## src/hw/uirq_defs.svh

```systemverilog
// Register map, field positions, reset values and timing for the interrupt block
// Notes on behaviour
// - 8-bit output configuration register at 10h
// - ACK, NAK, NYET handshakes may raise interrupts
// - Endpoint 0 uses control filter bits 7:6
// - Data IN endpoints use bits 5:4
// - Data OUT endpoints use bits 3:2
// - Control/IN: 00 all, 01 ACK, 1X first NAK
// - OUT: 00 all, 01 ACK+NYET, 1X first NAK
// - First NAK only after preceding ACK; NYET and reset_n also re-arm it here
// - Bit 1 selects level or 60 ns pulse, rounded up to 2 clocks of 50 ns (100 ns)
// - Bit 0 selects low or high polarity
// - Bus reset sets filters, keeps bits 1:0
// - Per-source enables, separate RX and TX per endpoint
// - Global enable clear suppresses the output
// - Enables for SOF, suspend, resume, reset, setup, speed
// - Bus reset clears enables except bus reset
// - Enable register is 24 bits wide
// - Global enable with pending asserts immediately
`ifndef UIRQ_DEFS_SVH
`define UIRQ_DEFS_SVH

// Register byte offsets
`define UIRQ_OFS_MODE 8'h0c
`define UIRQ_OFS_CONFIG 8'h10
`define UIRQ_OFS_ENABLE 8'h14
`define UIRQ_OFS_STATUS 8'h18

// Mode register fields
`define UIRQ_MODE_GLOBAL_BIT 3

// Configuration register fields and values
`define UIRQ_CFG_CTRL_HI 7
`define UIRQ_CFG_CTRL_LO 6
`define UIRQ_CFG_DIN_HI 5
`define UIRQ_CFG_DIN_LO 4
`define UIRQ_CFG_DOUT_HI 3
`define UIRQ_CFG_DOUT_LO 2
`define UIRQ_CFG_PULSE_BIT 1
`define UIRQ_CFG_POL_BIT 0
`define UIRQ_CFG_RESET 8'hfc
`define UIRQ_CFG_FILTERS_ONES 6'h3f

// Enable and status layout
`define UIRQ_BIT_BUS_RESET 0
`define UIRQ_BIT_SOF 1
`define UIRQ_BIT_SUSPEND 2
`define UIRQ_BIT_RESUME 3
`define UIRQ_BIT_SETUP 4
`define UIRQ_BIT_HS_STAT 5
`define UIRQ_BIT_EP_BASE 8
`define UIRQ_EN_RESET 32'h00000000
`define UIRQ_EN_IMPL_MASK 32'h00ffff3f
`define UIRQ_EN_KEEP_MASK 32'h00000001
`define UIRQ_NUM_EP 8

// Pulse width
`define UIRQ_CLK_PERIOD_NS 50
`define UIRQ_PULSE_NS 60
`define UIRQ_PULSE_CYC ((`UIRQ_PULSE_NS + `UIRQ_CLK_PERIOD_NS - 1) / `UIRQ_CLK_PERIOD_NS)

`endif

```

## src/hw/uirq_pkg.sv

```systemverilog
// Types shared by the interrupt block
package uirq_pkg;

  // Handshake seen by the serial interface engine
  typedef enum logic [1:0] {
    UIRQ_HS_ACK = 2'h0,
    UIRQ_HS_NAK = 2'h1,
    UIRQ_HS_NYET = 2'h2,
    UIRQ_HS_OTHER = 2'h3
  } uirq_hs_type;

  // Pulse shaper states
  typedef enum logic {
    UIRQ_SHAPE_IDLE,
    UIRQ_SHAPE_PULSE
  } uirq_shape_type;

endpackage : uirq_pkg

```

## src/hw/usb_periph_irq_config.sv

```systemverilog
// Peripheral interrupt configuration, filtering, enables and status
`timescale 1ns/1ns
`include "uirq_defs.svh"
module usb_periph_irq_config
  import uirq_pkg::*;
(
  input wire logic core_clk,
  input wire logic reset_n,
  // Register port
  input wire logic [7:0] regAddr,
  input wire logic [31:0] regWrData,
  input wire logic regWrite,
  input wire logic regRead,
  output logic [31:0] regRdData,
  // Handshake report from the serial interface engine
  input wire logic hsValid,
  input uirq_hs_type hsType,
  input wire logic [2:0] hsEndpoint,
  input wire logic hsDirIn,
  // Bus events: 0 SOF, 1 suspend, 2 resume, 3 setup, 4 speed status
  input wire logic [4:0] busEvent,
  input wire logic usbBusReset,
  // Interrupt pin
  output logic irqOut
);

  //////////////////////////////////////////////////////////////////////////////
  // Storage
  logic [7:0] config_reg; // Output configuration
  logic [31:0] enable_reg; // Per-source enables, also the mask
  logic [31:0] status_reg; // Sticky event flags
  logic [31:0] status_next; // Next status value
  logic globalEnable_reg; // Global interrupt enable
  logic [15:0] nakSeen_reg; // NAK already seen since last ACK or NYET
  logic pendingPrev_reg; // Pending one cycle ago
  logic [31:0] regRdData_next; // Read mux

  // Decoded strobes
  logic wrMode;
  logic wrConfig;
  logic wrEnable;
  logic wrStatus;

  // Handshake decode
  logic [3:0] hsIndex; // Endpoint and direction
  logic [1:0] hsField; // Selected filter field
  logic hsFirstNak; // NAK counts as first
  logic hsPass; // Handshake raises an event
  logic [31:0] setBits; // Events this cycle
  logic pending; // Unmasked pending and globally enabled
  logic newUnmasked; // Fresh unmasked event
  logic trigger; // Pulse request

  assign wrMode = regWrite && (regAddr == `UIRQ_OFS_MODE);
  assign wrConfig = regWrite && (regAddr == `UIRQ_OFS_CONFIG);
  assign wrEnable = regWrite && (regAddr == `UIRQ_OFS_ENABLE);
  assign wrStatus = regWrite && (regAddr == `UIRQ_OFS_STATUS);

  //////////////////////////////////////////////////////////////////////////////
  // Filter field for a transaction
  function automatic logic [1:0] selectField(
    input logic [2:0] ep,
    input logic dirIn,
    input logic [7:0] cfg
  );
    logic [1:0] fld;
    fld = 2'h0;
    if (ep == 3'h0)
      fld = cfg[`UIRQ_CFG_CTRL_HI:`UIRQ_CFG_CTRL_LO];
    else if (dirIn)
      fld = cfg[`UIRQ_CFG_DIN_HI:`UIRQ_CFG_DIN_LO];
    else
      fld = cfg[`UIRQ_CFG_DOUT_HI:`UIRQ_CFG_DOUT_LO];
    return fld;
  endfunction : selectField

  //////////////////////////////////////////////////////////////////////////////
  // Does a handshake pass the filter
  function automatic logic filterPass(
    input logic [1:0] fld,
    input uirq_hs_type hs,
    input logic firstNak,
    input logic allowNyet
  );
    logic isAck;
    logic isNak;
    logic isNyet;
    logic pass;
    isAck = (hs == UIRQ_HS_ACK);
    isNak = (hs == UIRQ_HS_NAK);
    isNyet = (hs == UIRQ_HS_NYET) && allowNyet;
    pass = 1'b0;
    if (fld == 2'h0)
      pass = isAck || isNyet || isNak;
    else if (fld == 2'h1)
      pass = isAck || isNyet;
    else
      pass = isAck || isNyet || (isNak && firstNak);
    return pass;
  endfunction : filterPass

  //////////////////////////////////////////////////////////////////////////////
  // Handshake classification
  always_comb
  begin
    hsIndex = {hsEndpoint, hsDirIn};
    hsField = selectField(hsEndpoint, hsDirIn, config_reg);
    hsFirstNak = ~nakSeen_reg[hsIndex];
    hsPass = hsValid && filterPass(hsField, hsType, hsFirstNak,
                                   (hsEndpoint != 3'h0) && !hsDirIn);
  end

  //////////////////////////////////////////////////////////////////////////////
  // First-NAK trackers, one per endpoint and direction
  genvar gi;
  generate
    for (gi = 0; gi < 2 * `UIRQ_NUM_EP; gi++)
    begin : gNak
      always_ff @(posedge core_clk or negedge reset_n)
      begin
        if (!reset_n)
          nakSeen_reg[gi] <= 1'b0;
        else if (hsValid && (hsIndex == 4'(gi)))
        begin
          if (hsType == UIRQ_HS_NAK)
            nakSeen_reg[gi] <= 1'b1;
          else if ((hsType == UIRQ_HS_ACK) || (hsType == UIRQ_HS_NYET))
            nakSeen_reg[gi] <= 1'b0;
        end
      end
    end
  endgenerate

  //////////////////////////////////////////////////////////////////////////////
  // Event bits raised this cycle
  always_comb
  begin
    setBits = 32'h00000000;
    setBits[`UIRQ_BIT_BUS_RESET] = usbBusReset;
    setBits[`UIRQ_BIT_SOF] = busEvent[0];
    setBits[`UIRQ_BIT_SUSPEND] = busEvent[1];
    setBits[`UIRQ_BIT_RESUME] = busEvent[2];
    setBits[`UIRQ_BIT_SETUP] = busEvent[3];
    setBits[`UIRQ_BIT_HS_STAT] = busEvent[4];
    // RX even, TX odd per endpoint
    if (hsPass)
      setBits[`UIRQ_BIT_EP_BASE + 32'(hsIndex)] = 1'b1;
  end

  //////////////////////////////////////////////////////////////////////////////
  // Mode register, global enable only
  always_ff @(posedge core_clk or negedge reset_n)
  begin
    if (!reset_n)
      globalEnable_reg <= 1'b0;
    else if (wrMode)
      globalEnable_reg <= regWrData[`UIRQ_MODE_GLOBAL_BIT];
  end

  //////////////////////////////////////////////////////////////////////////////
  // Configuration register
  always_ff @(posedge core_clk or negedge reset_n)
  begin
    if (!reset_n)
      config_reg <= `UIRQ_CFG_RESET;
    else if (usbBusReset)
      config_reg <= {`UIRQ_CFG_FILTERS_ONES, config_reg[1:0]};
    else if (wrConfig)
      config_reg <= regWrData[7:0];
  end

  //////////////////////////////////////////////////////////////////////////////
  // Enable register
  always_ff @(posedge core_clk or negedge reset_n)
  begin
    if (!reset_n)
      enable_reg <= `UIRQ_EN_RESET;
    // bus reset keeps only its own enable
    else if (usbBusReset)
      enable_reg <= enable_reg & `UIRQ_EN_KEEP_MASK;
    else if (wrEnable)
      enable_reg <= regWrData & `UIRQ_EN_IMPL_MASK;
  end

  //////////////////////////////////////////////////////////////////////////////
  // Status register, write one to clear, set wins
  always_comb
  begin
    status_next = status_reg;
    if (wrStatus)
      status_next = status_next & ~regWrData;
    status_next = (status_next | setBits) & `UIRQ_EN_IMPL_MASK;
  end

  always_ff @(posedge core_clk or negedge reset_n)
  begin
    if (!reset_n)
      status_reg <= 32'h00000000;
    else
      status_reg <= status_next;
  end

  //////////////////////////////////////////////////////////////////////////////
  // Output request
  always_comb
  begin
    pending = globalEnable_reg && (|(status_reg & enable_reg));
    newUnmasked = globalEnable_reg && (|(setBits & enable_reg));
    trigger = newUnmasked || (pending && !pendingPrev_reg);
  end

  always_ff @(posedge core_clk or negedge reset_n)
  begin
    if (!reset_n)
      pendingPrev_reg <= 1'b0;
    else
      pendingPrev_reg <= pending;
  end

  //////////////////////////////////////////////////////////////////////////////
  // Pin shaper
  uirq_pulse_shaper uShaper (
    .core_clk(core_clk),
    .reset_n(reset_n),
    .pulseMode(config_reg[`UIRQ_CFG_PULSE_BIT]),
    .polarityHigh(config_reg[`UIRQ_CFG_POL_BIT]),
    .pending(pending),
    .trigger(trigger),
    .irqOut(irqOut)
  );

  //////////////////////////////////////////////////////////////////////////////
  // Read mux
  always_comb
  begin
    regRdData_next = 32'h00000000;
    unique case (regAddr)
      `UIRQ_OFS_MODE:
        regRdData_next[`UIRQ_MODE_GLOBAL_BIT] = globalEnable_reg;
      `UIRQ_OFS_CONFIG:
        regRdData_next[7:0] = config_reg;
      `UIRQ_OFS_ENABLE:
        regRdData_next = enable_reg;
      `UIRQ_OFS_STATUS:
        regRdData_next = status_reg;
      default:
        // Unmapped reads return zero
        regRdData_next = 32'h00000000;
    endcase
  end

  // Read data stand one cycle after the strobe only
  always_ff @(posedge core_clk or negedge reset_n)
  begin
    if (!reset_n)
      regRdData <= 32'h00000000;
    else if (regRead)
      regRdData <= regRdData_next;
    else
      regRdData <= 32'h00000000;
  end

endmodule : usb_periph_irq_config

```

## src/hw/uirq_pulse_shaper.sv

```systemverilog
// Interrupt pin shaper: level or fixed-width pulse, selectable polarity
`timescale 1ns/1ns
`include "uirq_defs.svh"
module uirq_pulse_shaper
  import uirq_pkg::*;
(
  input wire logic core_clk,
  input wire logic reset_n,
  input wire logic pulseMode,
  input wire logic polarityHigh,
  input wire logic pending,
  input wire logic trigger,
  output logic irqOut
);

  localparam logic [2:0] PULSE_LEN = 3'(`UIRQ_PULSE_CYC);

  uirq_shape_type state_reg; // Pulse state
  logic [2:0] count_reg; // Cycles left in pulse
  logic active; // Asserted level before polarity

  //////////////////////////////////////////////////////////////////////////////
  // Pulse timer
  always_ff @(posedge core_clk or negedge reset_n)
  begin
    if (!reset_n)
    begin
      state_reg <= UIRQ_SHAPE_IDLE;
      count_reg <= 3'h0;
    end
    else
    begin
      unique case (state_reg)
        UIRQ_SHAPE_IDLE:
        begin
          if (pulseMode && trigger)
          begin
            state_reg <= UIRQ_SHAPE_PULSE;
            count_reg <= PULSE_LEN - 3'h1;
          end
        end
        UIRQ_SHAPE_PULSE:
        begin
          // Count down, then release
          if (count_reg == 3'h0)
            state_reg <= UIRQ_SHAPE_IDLE;
          else
            count_reg <= count_reg - 3'h1;
        end
      endcase
    end
  end

  //////////////////////////////////////////////////////////////////////////////
  // Select level or pulse source
  always_comb
  begin
    if (!pulseMode)
      active = pending;
    else
      active = (state_reg == UIRQ_SHAPE_PULSE);
  end

  //////////////////////////////////////////////////////////////////////////////
  // Pin register, idle high after reset since polarity resets low
  always_ff @(posedge core_clk or negedge reset_n)
  begin
    if (!reset_n)
      irqOut <= 1'b1;
    else
      irqOut <= polarityHigh ? active : ~active;
  end

endmodule : uirq_pulse_shaper

```

## config.mk

```make
export PLATFORM = sky130hd
export DESIGN_NAME = usb_periph_irq_config
export DESIGN_NICKNAME = d
export VERILOG_FILES = /design/src/hw/uirq_pkg.sv /design/src/hw/usb_periph_irq_config.sv /design/src/hw/uirq_pulse_shaper.sv
export VERILOG_INCLUDE_DIRS = /design/src /design/src/hw
export SDC_FILE = /design/constraint.sdc
export NUM_CORES = 1
export LEC_CHECK = 0
export ABC_AREA = 1
export BUFFER_PORTS_ARGS = -buffer_cell sky130_fd_sc_hd__buf_2
export CAP_MARGIN = 20
export CORE_AREA = 2 2 97 99
export DETAILED_ROUTE_END_ITERATION = 10
export DIE_AREA = 0 0 99 101
export PLACE_DENSITY = 0.88
export REMOVE_ABC_BUFFERS = 1
export SLEW_MARGIN = 20
export SYNTH_ARGS = -nofsm -noshare
export SYNTH_HDL_FRONTEND = slang
export SYNTH_SLANG_ARGS = --single-unit
```

## constraint.sdc

```tcl
create_clock -name core_clk -period 2.64 [get_ports core_clk]
set_input_delay 0 -clock core_clk [delete_from_list [all_inputs] [get_ports core_clk]]
set_output_delay 0 -clock core_clk [all_outputs]
set_load 0.005 [all_outputs]
```

==> After elaboration in Yosys (flattened, before gate mapping) <==
Cells that the tools add are included.
{ "totals": {"word_cells": 161, "input_bits": 57, "register_bits": 117, "out_inout_bits": 33} }
{ "classes": {"reduce_logical": 66, "n_eq_ne": 24, "bitwise_logic": 10, "n_addsub": 2, "muxes": 29, "magnitude_cmp": 3} }
{ "ops": {"columns": ["cell", "count"], "rows": [
  ["32-bit 2-to-1 mux", 4],
  ["32-bit OR reduction", 2],
  ["24-bit one-hot mux with 2 select lines", 1],
  ["2-bit AND reduction", 19],
  ["24-bit by 32-bit AND with 32-bit output", 1],
  ["32-bit AND", 1],
  ["4-bit equality test, second input constant", 8],
  ["6-bit by 32-bit OR with 32-bit output", 1],
  ["1-bit logical AND", 29],
  ["24-bit AND", 1],
  ["8-bit by 5-bit equality test with 1-bit output, second input constant", 3],
  ["24-bit 2-to-1 mux", 1],
  ["24-bit NOT", 1],
  ["24-bit OR", 1],
  ["4-bit by 3-bit equality test with 1-bit output, second input constant", 4],
  ["8-bit 2-to-1 mux", 2],
  ["4-bit one-hot mux with 3 select lines", 1],
  ["1-bit 2-to-1 mux", 10],
  ["3-bit one-hot mux with 3 select lines", 1],
  ["4-bit by 2-bit equality test with 1-bit output, second input constant", 2],
  ["8-bit by 4-bit equality test with 1-bit output, second input constant", 1],
  ["3-bit logical NOT", 2],
  ["5-bit by 6-bit < comparator with 1-bit output, second input constant", 1],
  ["3-bit 2-to-1 mux", 2],
  ["other kinds (22)", 35]
]} }

==> Depth between registers and ports, before layout <==
{ "depth": {"ltp_word": 16, "ltp_mapped": 19, "depth_no_buf": 19} }

==> Modules after synthesis <==
Synthesis repeated with hierarchy kept, for this count alone.
{ "unflattened": {"hier_cells": 604, "area_unflattened_um2": 4926.0} }
{ "modules_own_cells": {"columns": ["module", "area_each_um2", "instances", "cells_each"], "rows": [
  ["usb_periph_irq_config", 4659.5, 1, 572],
  ["uirq_pulse_shaper", 266.5, 1, 32]
]} }

==> Least setup slack after synthesis <==
Ideal clock, no wire load.
{ "synth_path": {"path_type": "register to register", "from": "register config_reg[5]", "to": "register uShaper.count_reg[0]", "stages_incl_launch_ff": 19, "path_buffers": 1, "setup_time_ns": 0.117, "path_slack_ns": 0.785, "arrival_time_ns": 1.739, "path_cell_list": "dfstp_2 -> inv_1 -> nand2_1 -> nand2_1 -> nand2_1 -> nand2_1 -> nand2_1 -> nor2_1 -> nor2_4 -> o21ai_4 -> buf_6 -> nand4_1 -> nand2_1 -> nor2_1 -> nand3_1 -> o21bai_2 -> nand2_2 -> nand2_1 -> nand2_1"} }
{ "synth_via": {"elab_chain_len": 14, "elab_cells_between_ends": 15} }
{ "synth_lines": {"columns": ["item", "line_no", "text"], "rows": [
  ["start, declared", "usb_periph_irq_config.sv:29", "logic [7:0] config_reg;"],
  ["start signal, assigned", "usb_periph_irq_config.sv:165", "config_reg <= `UIRQ_CFG_RESET;"],
  ["start signal, assigned", "usb_periph_irq_config.sv:167", "config_reg <= {`UIRQ_CFG_FILTERS_ONES, config_reg[1:0]};"],
  ["start signal, assigned", "usb_periph_irq_config.sv:169", "config_reg <= regWrData[7:0];"],
  ["2-bit 2-to-1 mux (*)", "usb_periph_irq_config.sv:70", "else if (dirIn)"],
  ["2-bit 2-to-1 mux (*)", "usb_periph_irq_config.sv:68", "if (ep == 3'h0)"],
  ["2-bit by 1-bit equality test with 1-bit output", "usb_periph_irq_config.sv:95", "else if (fld == 2'h1)"],
  ["1-bit 2-to-1 mux", "usb_periph_irq_config.sv:95", null],
  ["1-bit 2-to-1 mux (*)", "usb_periph_irq_config.sv:93", "if (fld == 2'h0)"],
  ["1-bit logical AND (*)", "usb_periph_irq_config.sv:109", "hsPass = hsValid && filterPass(hsField, hsType, hsFirstNak,"],
  ["32-bit 2-to-1 mux (*)", "usb_periph_irq_config.sv:146", "if (hsPass)"],
  ["32-bit AND (*)", "usb_periph_irq_config.sv:208", "newUnmasked = globalEnable_reg && (|(setBits & enable_reg));"],
  ["32-bit OR reduction (*)", "usb_periph_irq_config.sv:208", null],
  ["1-bit logical AND (*)", "usb_periph_irq_config.sv:208", null],
  ["1-bit logical OR (*)", "usb_periph_irq_config.sv:209", "trigger = newUnmasked || (pending && !pendingPrev_reg);"],
  ["1-bit logical AND (*)", "uirq_pulse_shaper.sv:36", "if (pulseMode && trigger)"],
  ["2-bit by 1-bit != test with 1-bit output (no line) (*)", null, null],
  ["2-bit AND reduction (no line) (*)", null, null],
  ["end signal, assigned", "uirq_pulse_shaper.sv:39", "count_reg <= PULSE_LEN - 3'h1;"],
  ["end signal, assigned", "uirq_pulse_shaper.sv:48", "count_reg <= count_reg - 3'h1;"],
  ["end, declared", "uirq_pulse_shaper.sv:19", "logic [2:0] count_reg;"]
]} }
Mark *: on every way between the ends. The rest lies on a longest branch, timed or not.
A chain may end at the register's enable or synchronous reset.

==> Worst setup path in the final report <==
{ "layout_path": {"from": "register config_reg[5]", "to": "register uShaper.count_reg[1]"} }
The elaborated chain is that of the path after synthesis.

==> impl_summary.txt <==
----------------------------------------------------
[Route]
  DR vias ... 4695
  Avg Vias per Cell ... 5.65
  Post-DRT Antenna Nets ... 0
  Sum of routed wire length over all layers ... 13000 um
  Total iterations of the first detailed-routing run ... 5
  Number of DRC violations after detailed routing ... 0
  Detailed-route wire length per cell ... between 15 and 20 um
  Iteration-0 DRC Markers ... 394

[STA]
  Endpoints failing setup ... 0
  Min cycle time layout ... approximately 2300 ps
  RSZ-0062 raised after global routing ... false
  Ratio of final minimum period to clock period ... 0.862
  Final max-slew violation count ... 0
  Fin. Hold Viols ... 0
  Clock skew after layout ... 10.3 ps
  Setup TNS ... 0 ps
  Worst Max-Slew Pin Slew ... 783 ps
  Fmax ... 440 MHz
  Slew margin rel. ... 0.478
  Final hold slack ... approximately 56 ps

[Pwr]
  Proportion of power drawn by the clock network ... 0.336
  Switching Fraction ... 0.277
  Leakage power ... 3.01 nW
  Sw power ... roughly 0.00091 W
  IR drop worst, VDD ... 291 uV
  Cell internal pwr ... 0.00237 W
  Sequential cell fraction of total power ... 0.534
  Ratio of total power to cell area ... about 550 nW/um^2
  Proportion of power drawn by combinational gates ... 0.131

[Floorplan]
  Top-level I/O count ... 90
  Vert. Die Dim ... 101 um
  Die W ... 99 um
  # rows ... 35
  Die Area ... 10000 um^2
  Core ar. ... 8980 um^2
  Initial standard-cell utilization of the core ... 0.541

[Synthesis]
  Count of mapped cells out of synthesis ... approximately 600
  Most common cell in the netlist ... sky130_fd_sc_hd__nand2_1
  XOR/XNOR Fraction of Synth Area ... 0.00180
  Fraction of the mapped netlist area in adder cells ... 0.00515
  Leading post-synthesis cells by cell area ... sky130_fd_sc_hd__dfrtp_1, sky130_fd_sc_hd__nand2_1, sky130_fd_sc_hd__inv_1
  Synth Area in Compound Gates ... 0.167
  Commonest cells post-synth ... sky130_fd_sc_hd__nand2_1, sky130_fd_sc_hd__dfrtp_1, sky130_fd_sc_hd__inv_1
  Post-synthesis sequential element count ... 100
  Share of flip-flops with an asynchronous set or reset after synthesis ... 1.00
  Post-Synthesis Cell Area ... 4860 um^2
  Main synth FF type ... sky130_fd_sc_hd__dfrtp_1
  Sequential fraction of the synthesis area ... 0.517
  Mean post-synth cell area ... between 8 and 9 um^2
  Area share of the largest cell type after synthesis ... 0.479
  Post-Synth Simple-Gate Area ... 0.204
  Library cell occupying the most area in the post-synthesis netlist ... sky130_fd_sc_hd__dfrtp_1
  Dominant combinational cell family by area after synthesis ... simple AND/OR/NAND/NOR gates
  Yosys warns ... 0
  Count of flip-flops with a built-in enable after synthesis ... 0
  Number of different library cells in the post-synthesis netlist ... 38
  Multiplexer share of the synthesized area ... 0

[Clock network]
  Number of buffers inserted by hold repair at cts ... 37
  Clock Sink Count ... 100
  Latest clock arrival within the worst-skew pair ... 370 ps
  Number of buffers inserted during clock tree synthesis ... 9
  Setup Buffers After CTS ... 0
  Clock-pin slew of the registers on the worst-case setup and hold paths ... ~100 ps
  Cell at the root of the clock tree ... sky130_fd_sc_hd__clkbuf_8
  CTS H-Tree Depth ... 3
  Post-CTS resize count ... 0
  CTS tree ... yes
  Largest buffer count on any clock path ... 2

[Global routing]
  All-Layer GR Usage ... 0.263
  First-pass GRT wire length ... 20800 um
  Largest net degree at the start of global routing ... 62
  Via count of the first global-routing pass ... 4405
  Initial antenna violation count ... 0
  Total overflow reported by the global router ... 0

[Worst setup path]
  Cell repeated most along the worst path ... sky130_fd_sc_hd__nand2_1
  Crit path buffers/inverters ... 3
  Type of the setup path with the least slack ... reg -> reg
  Maximum fanout along the worst path ... 15
  Series of cell instances along the critical path ... inv_1 -> nand2_1 -> nand2_1 -> nand2_1 -> nand2_1 -> nor2_1 -> nand2_1 -> o21ai_4 -> nand2_2 -> inv_2 -> nand3_1 -> nand2_1 -> inv_1 -> nand2_1 -> o21bai_2 -> nand3_1 -> nand2_1
  Required time at the worst-slack endpoint ... 2910 ps
  Dominant delay contributor by cell family on the critical path ... simple AND/OR/NAND/NOR gates
  Critical Path Sink Type ... flip-flop
  Setup slack, reg-to-reg ... 370 ps
  Max stage delay on crit path ... 520 ps
  Highest-delay cell along the critical path ... sky130_fd_sc_hd__dfstp_2
  Critical Path Start Type ... flip-flop
  Arrival time reported for the critical path endpoint ... 2540 ps

[Finish]
  # diodes ... 0
  Fraction of final layout cells with drive strength greater than 1 ... 0.182
  Non-Filler Instances ... 831
  Max reg flops ... 25
  Number of nets in the final layout ... 774
  P&R area growth vs syn ... 21.8%
  Number of fillers in the final layout ... 712

[Status]
  Run status ... completed

[Place]
  Placed wire-length estimate after detailed placement ... 8800 um
  Placed cells ... 778
  Number of port buffers ... 81
  Global placement routability congestion ... 0.925

[Flow run]
  Number of max-capacitance violations reported ... 0

[Hold path]
  Class of the tightest hold or removal check ... in -> reg

----------------------------------------------------
-- metal layers --
metal | vias up | part of all wire | wire, um | global-route usage
met3 | 48 | 0.084 | 1100 | 0.0340
met2 | 277 | 0.48 | 6200 | 0.419
li1 | 2184 | - | - | -
met4 | 0 | 0.037 | 484 | 0.120
met5 | - | 0 | 0 | 0
met1 | 2186 | 0.40 | 5260 | 0.361
-- power by group through the flow --
stage	Combinational (W)	Clock, W	Sequential [W]
6_report	0.000429	0.00110	0.00175
5_1_grt	0.000477	0.00116	0.00177
4_1_cts	0.000423	0.00111	0.00175
3_5_place_dp	0.000381	0	0.00177
3_3_place_gp	0.000363	0	0.00176
2_1_floorplan	0.000229	0	0.00175
-- layout by cell type, fill, tap and decap left out, types with 9 or more instances in the layout --
cell type / n
sky130_fd_sc_hd__nand2_1: 148
sky130_fd_sc_hd__nand4_1: 16
sky130_fd_sc_hd__o22ai_1: 30
sky130_fd_sc_hd__buf_2: 80
sky130_fd_sc_hd__nor2_1: 50
sky130_fd_sc_hd__buf_4: 9
sky130_fd_sc_hd__a21oi_1: 40
sky130_fd_sc_hd__dfrtp_1: 93
sky130_fd_sc_hd__nand3_1: 12
sky130_fd_sc_hd__clkbuf_8: 9
sky130_fd_sc_hd__inv_1: 88
sky130_fd_sc_hd__a31oi_1: 16
sky130_fd_sc_hd__o21ai_0: 24
sky130_fd_sc_hd__inv_2: 9
sky130_fd_sc_hd__dlygate4sd3_1: 37
-- path summary, 6_finish.rpt --
| path | startpoint | end | cells past startpoint |
|---|---|---|---|
| worst max-delay path | config_reg[5] | uShaper.count_reg[1] | 17 |
| worst min-delay path | regAddr[2] | regRdData[7] | 4 |
| worst max register to register | config_reg[5] | uShaper.count_reg[1] | 17 |
| worst min register to register | config_reg[0] | uShaper.irqOut | 1 |
| max in group asynchronous | reset_n | regRdData[23] | 3 |
| min in group asynchronous | reset_n | enable_reg[10] | 2 |
-- worst reg2reg max path: stages, from the launching register on --
cell                       delay, ps
sky130_fd_sc_hd__dfstp_2         520
sky130_fd_sc_hd__inv_1            60
sky130_fd_sc_hd__nand2_1          60
sky130_fd_sc_hd__nand2_1          60
sky130_fd_sc_hd__nand2_1          50
sky130_fd_sc_hd__nand2_1          60
sky130_fd_sc_hd__nor2_1           90
sky130_fd_sc_hd__nand2_1         100
sky130_fd_sc_hd__o21ai_4         400
sky130_fd_sc_hd__nand2_2         180
sky130_fd_sc_hd__inv_2           100
sky130_fd_sc_hd__nand3_1          70
sky130_fd_sc_hd__nand2_1          80
sky130_fd_sc_hd__inv_1            30
sky130_fd_sc_hd__nand2_1          60
sky130_fd_sc_hd__o21bai_2        120
sky130_fd_sc_hd__nand3_1         100
sky130_fd_sc_hd__nand2_1          60
-- stage by stage --
stage	area (um^2)	setup WS, ps	power [W]	utilization
floorplan	4720	596	0.00198	-
global placement	5320	460	0.00213	0.593
detailed placement	5320	388	0.00216	0.593
CTS	5920	387	0.00328	0.659
global route	5920	129	0.00340	0.659
finish	5920	365	0.00328	0.659
-- final cells by class --
class / instances / area, um^2 / area share
clock buffer: 9 / 124 / 0.0209
clock inverter: 7 / 98.8 / 0.0167
inverter: 98 / 368 / 0.0622
multi-input combinational: 380 / 1840 / 0.311
sequential: 100 / 2510 / 0.424
tap: 111 / 139 / 0.0235
timing repair buffer: 126 / 838 / 0.142
-- logic make-up after synthesis --
logic type	Yosys count
flops	100
simple gates	240
other cells	1
fa+ha+maj	2
compound gates	136
xor+xnor	1
buf+inv	124
(Power assumes the default switching activity.)
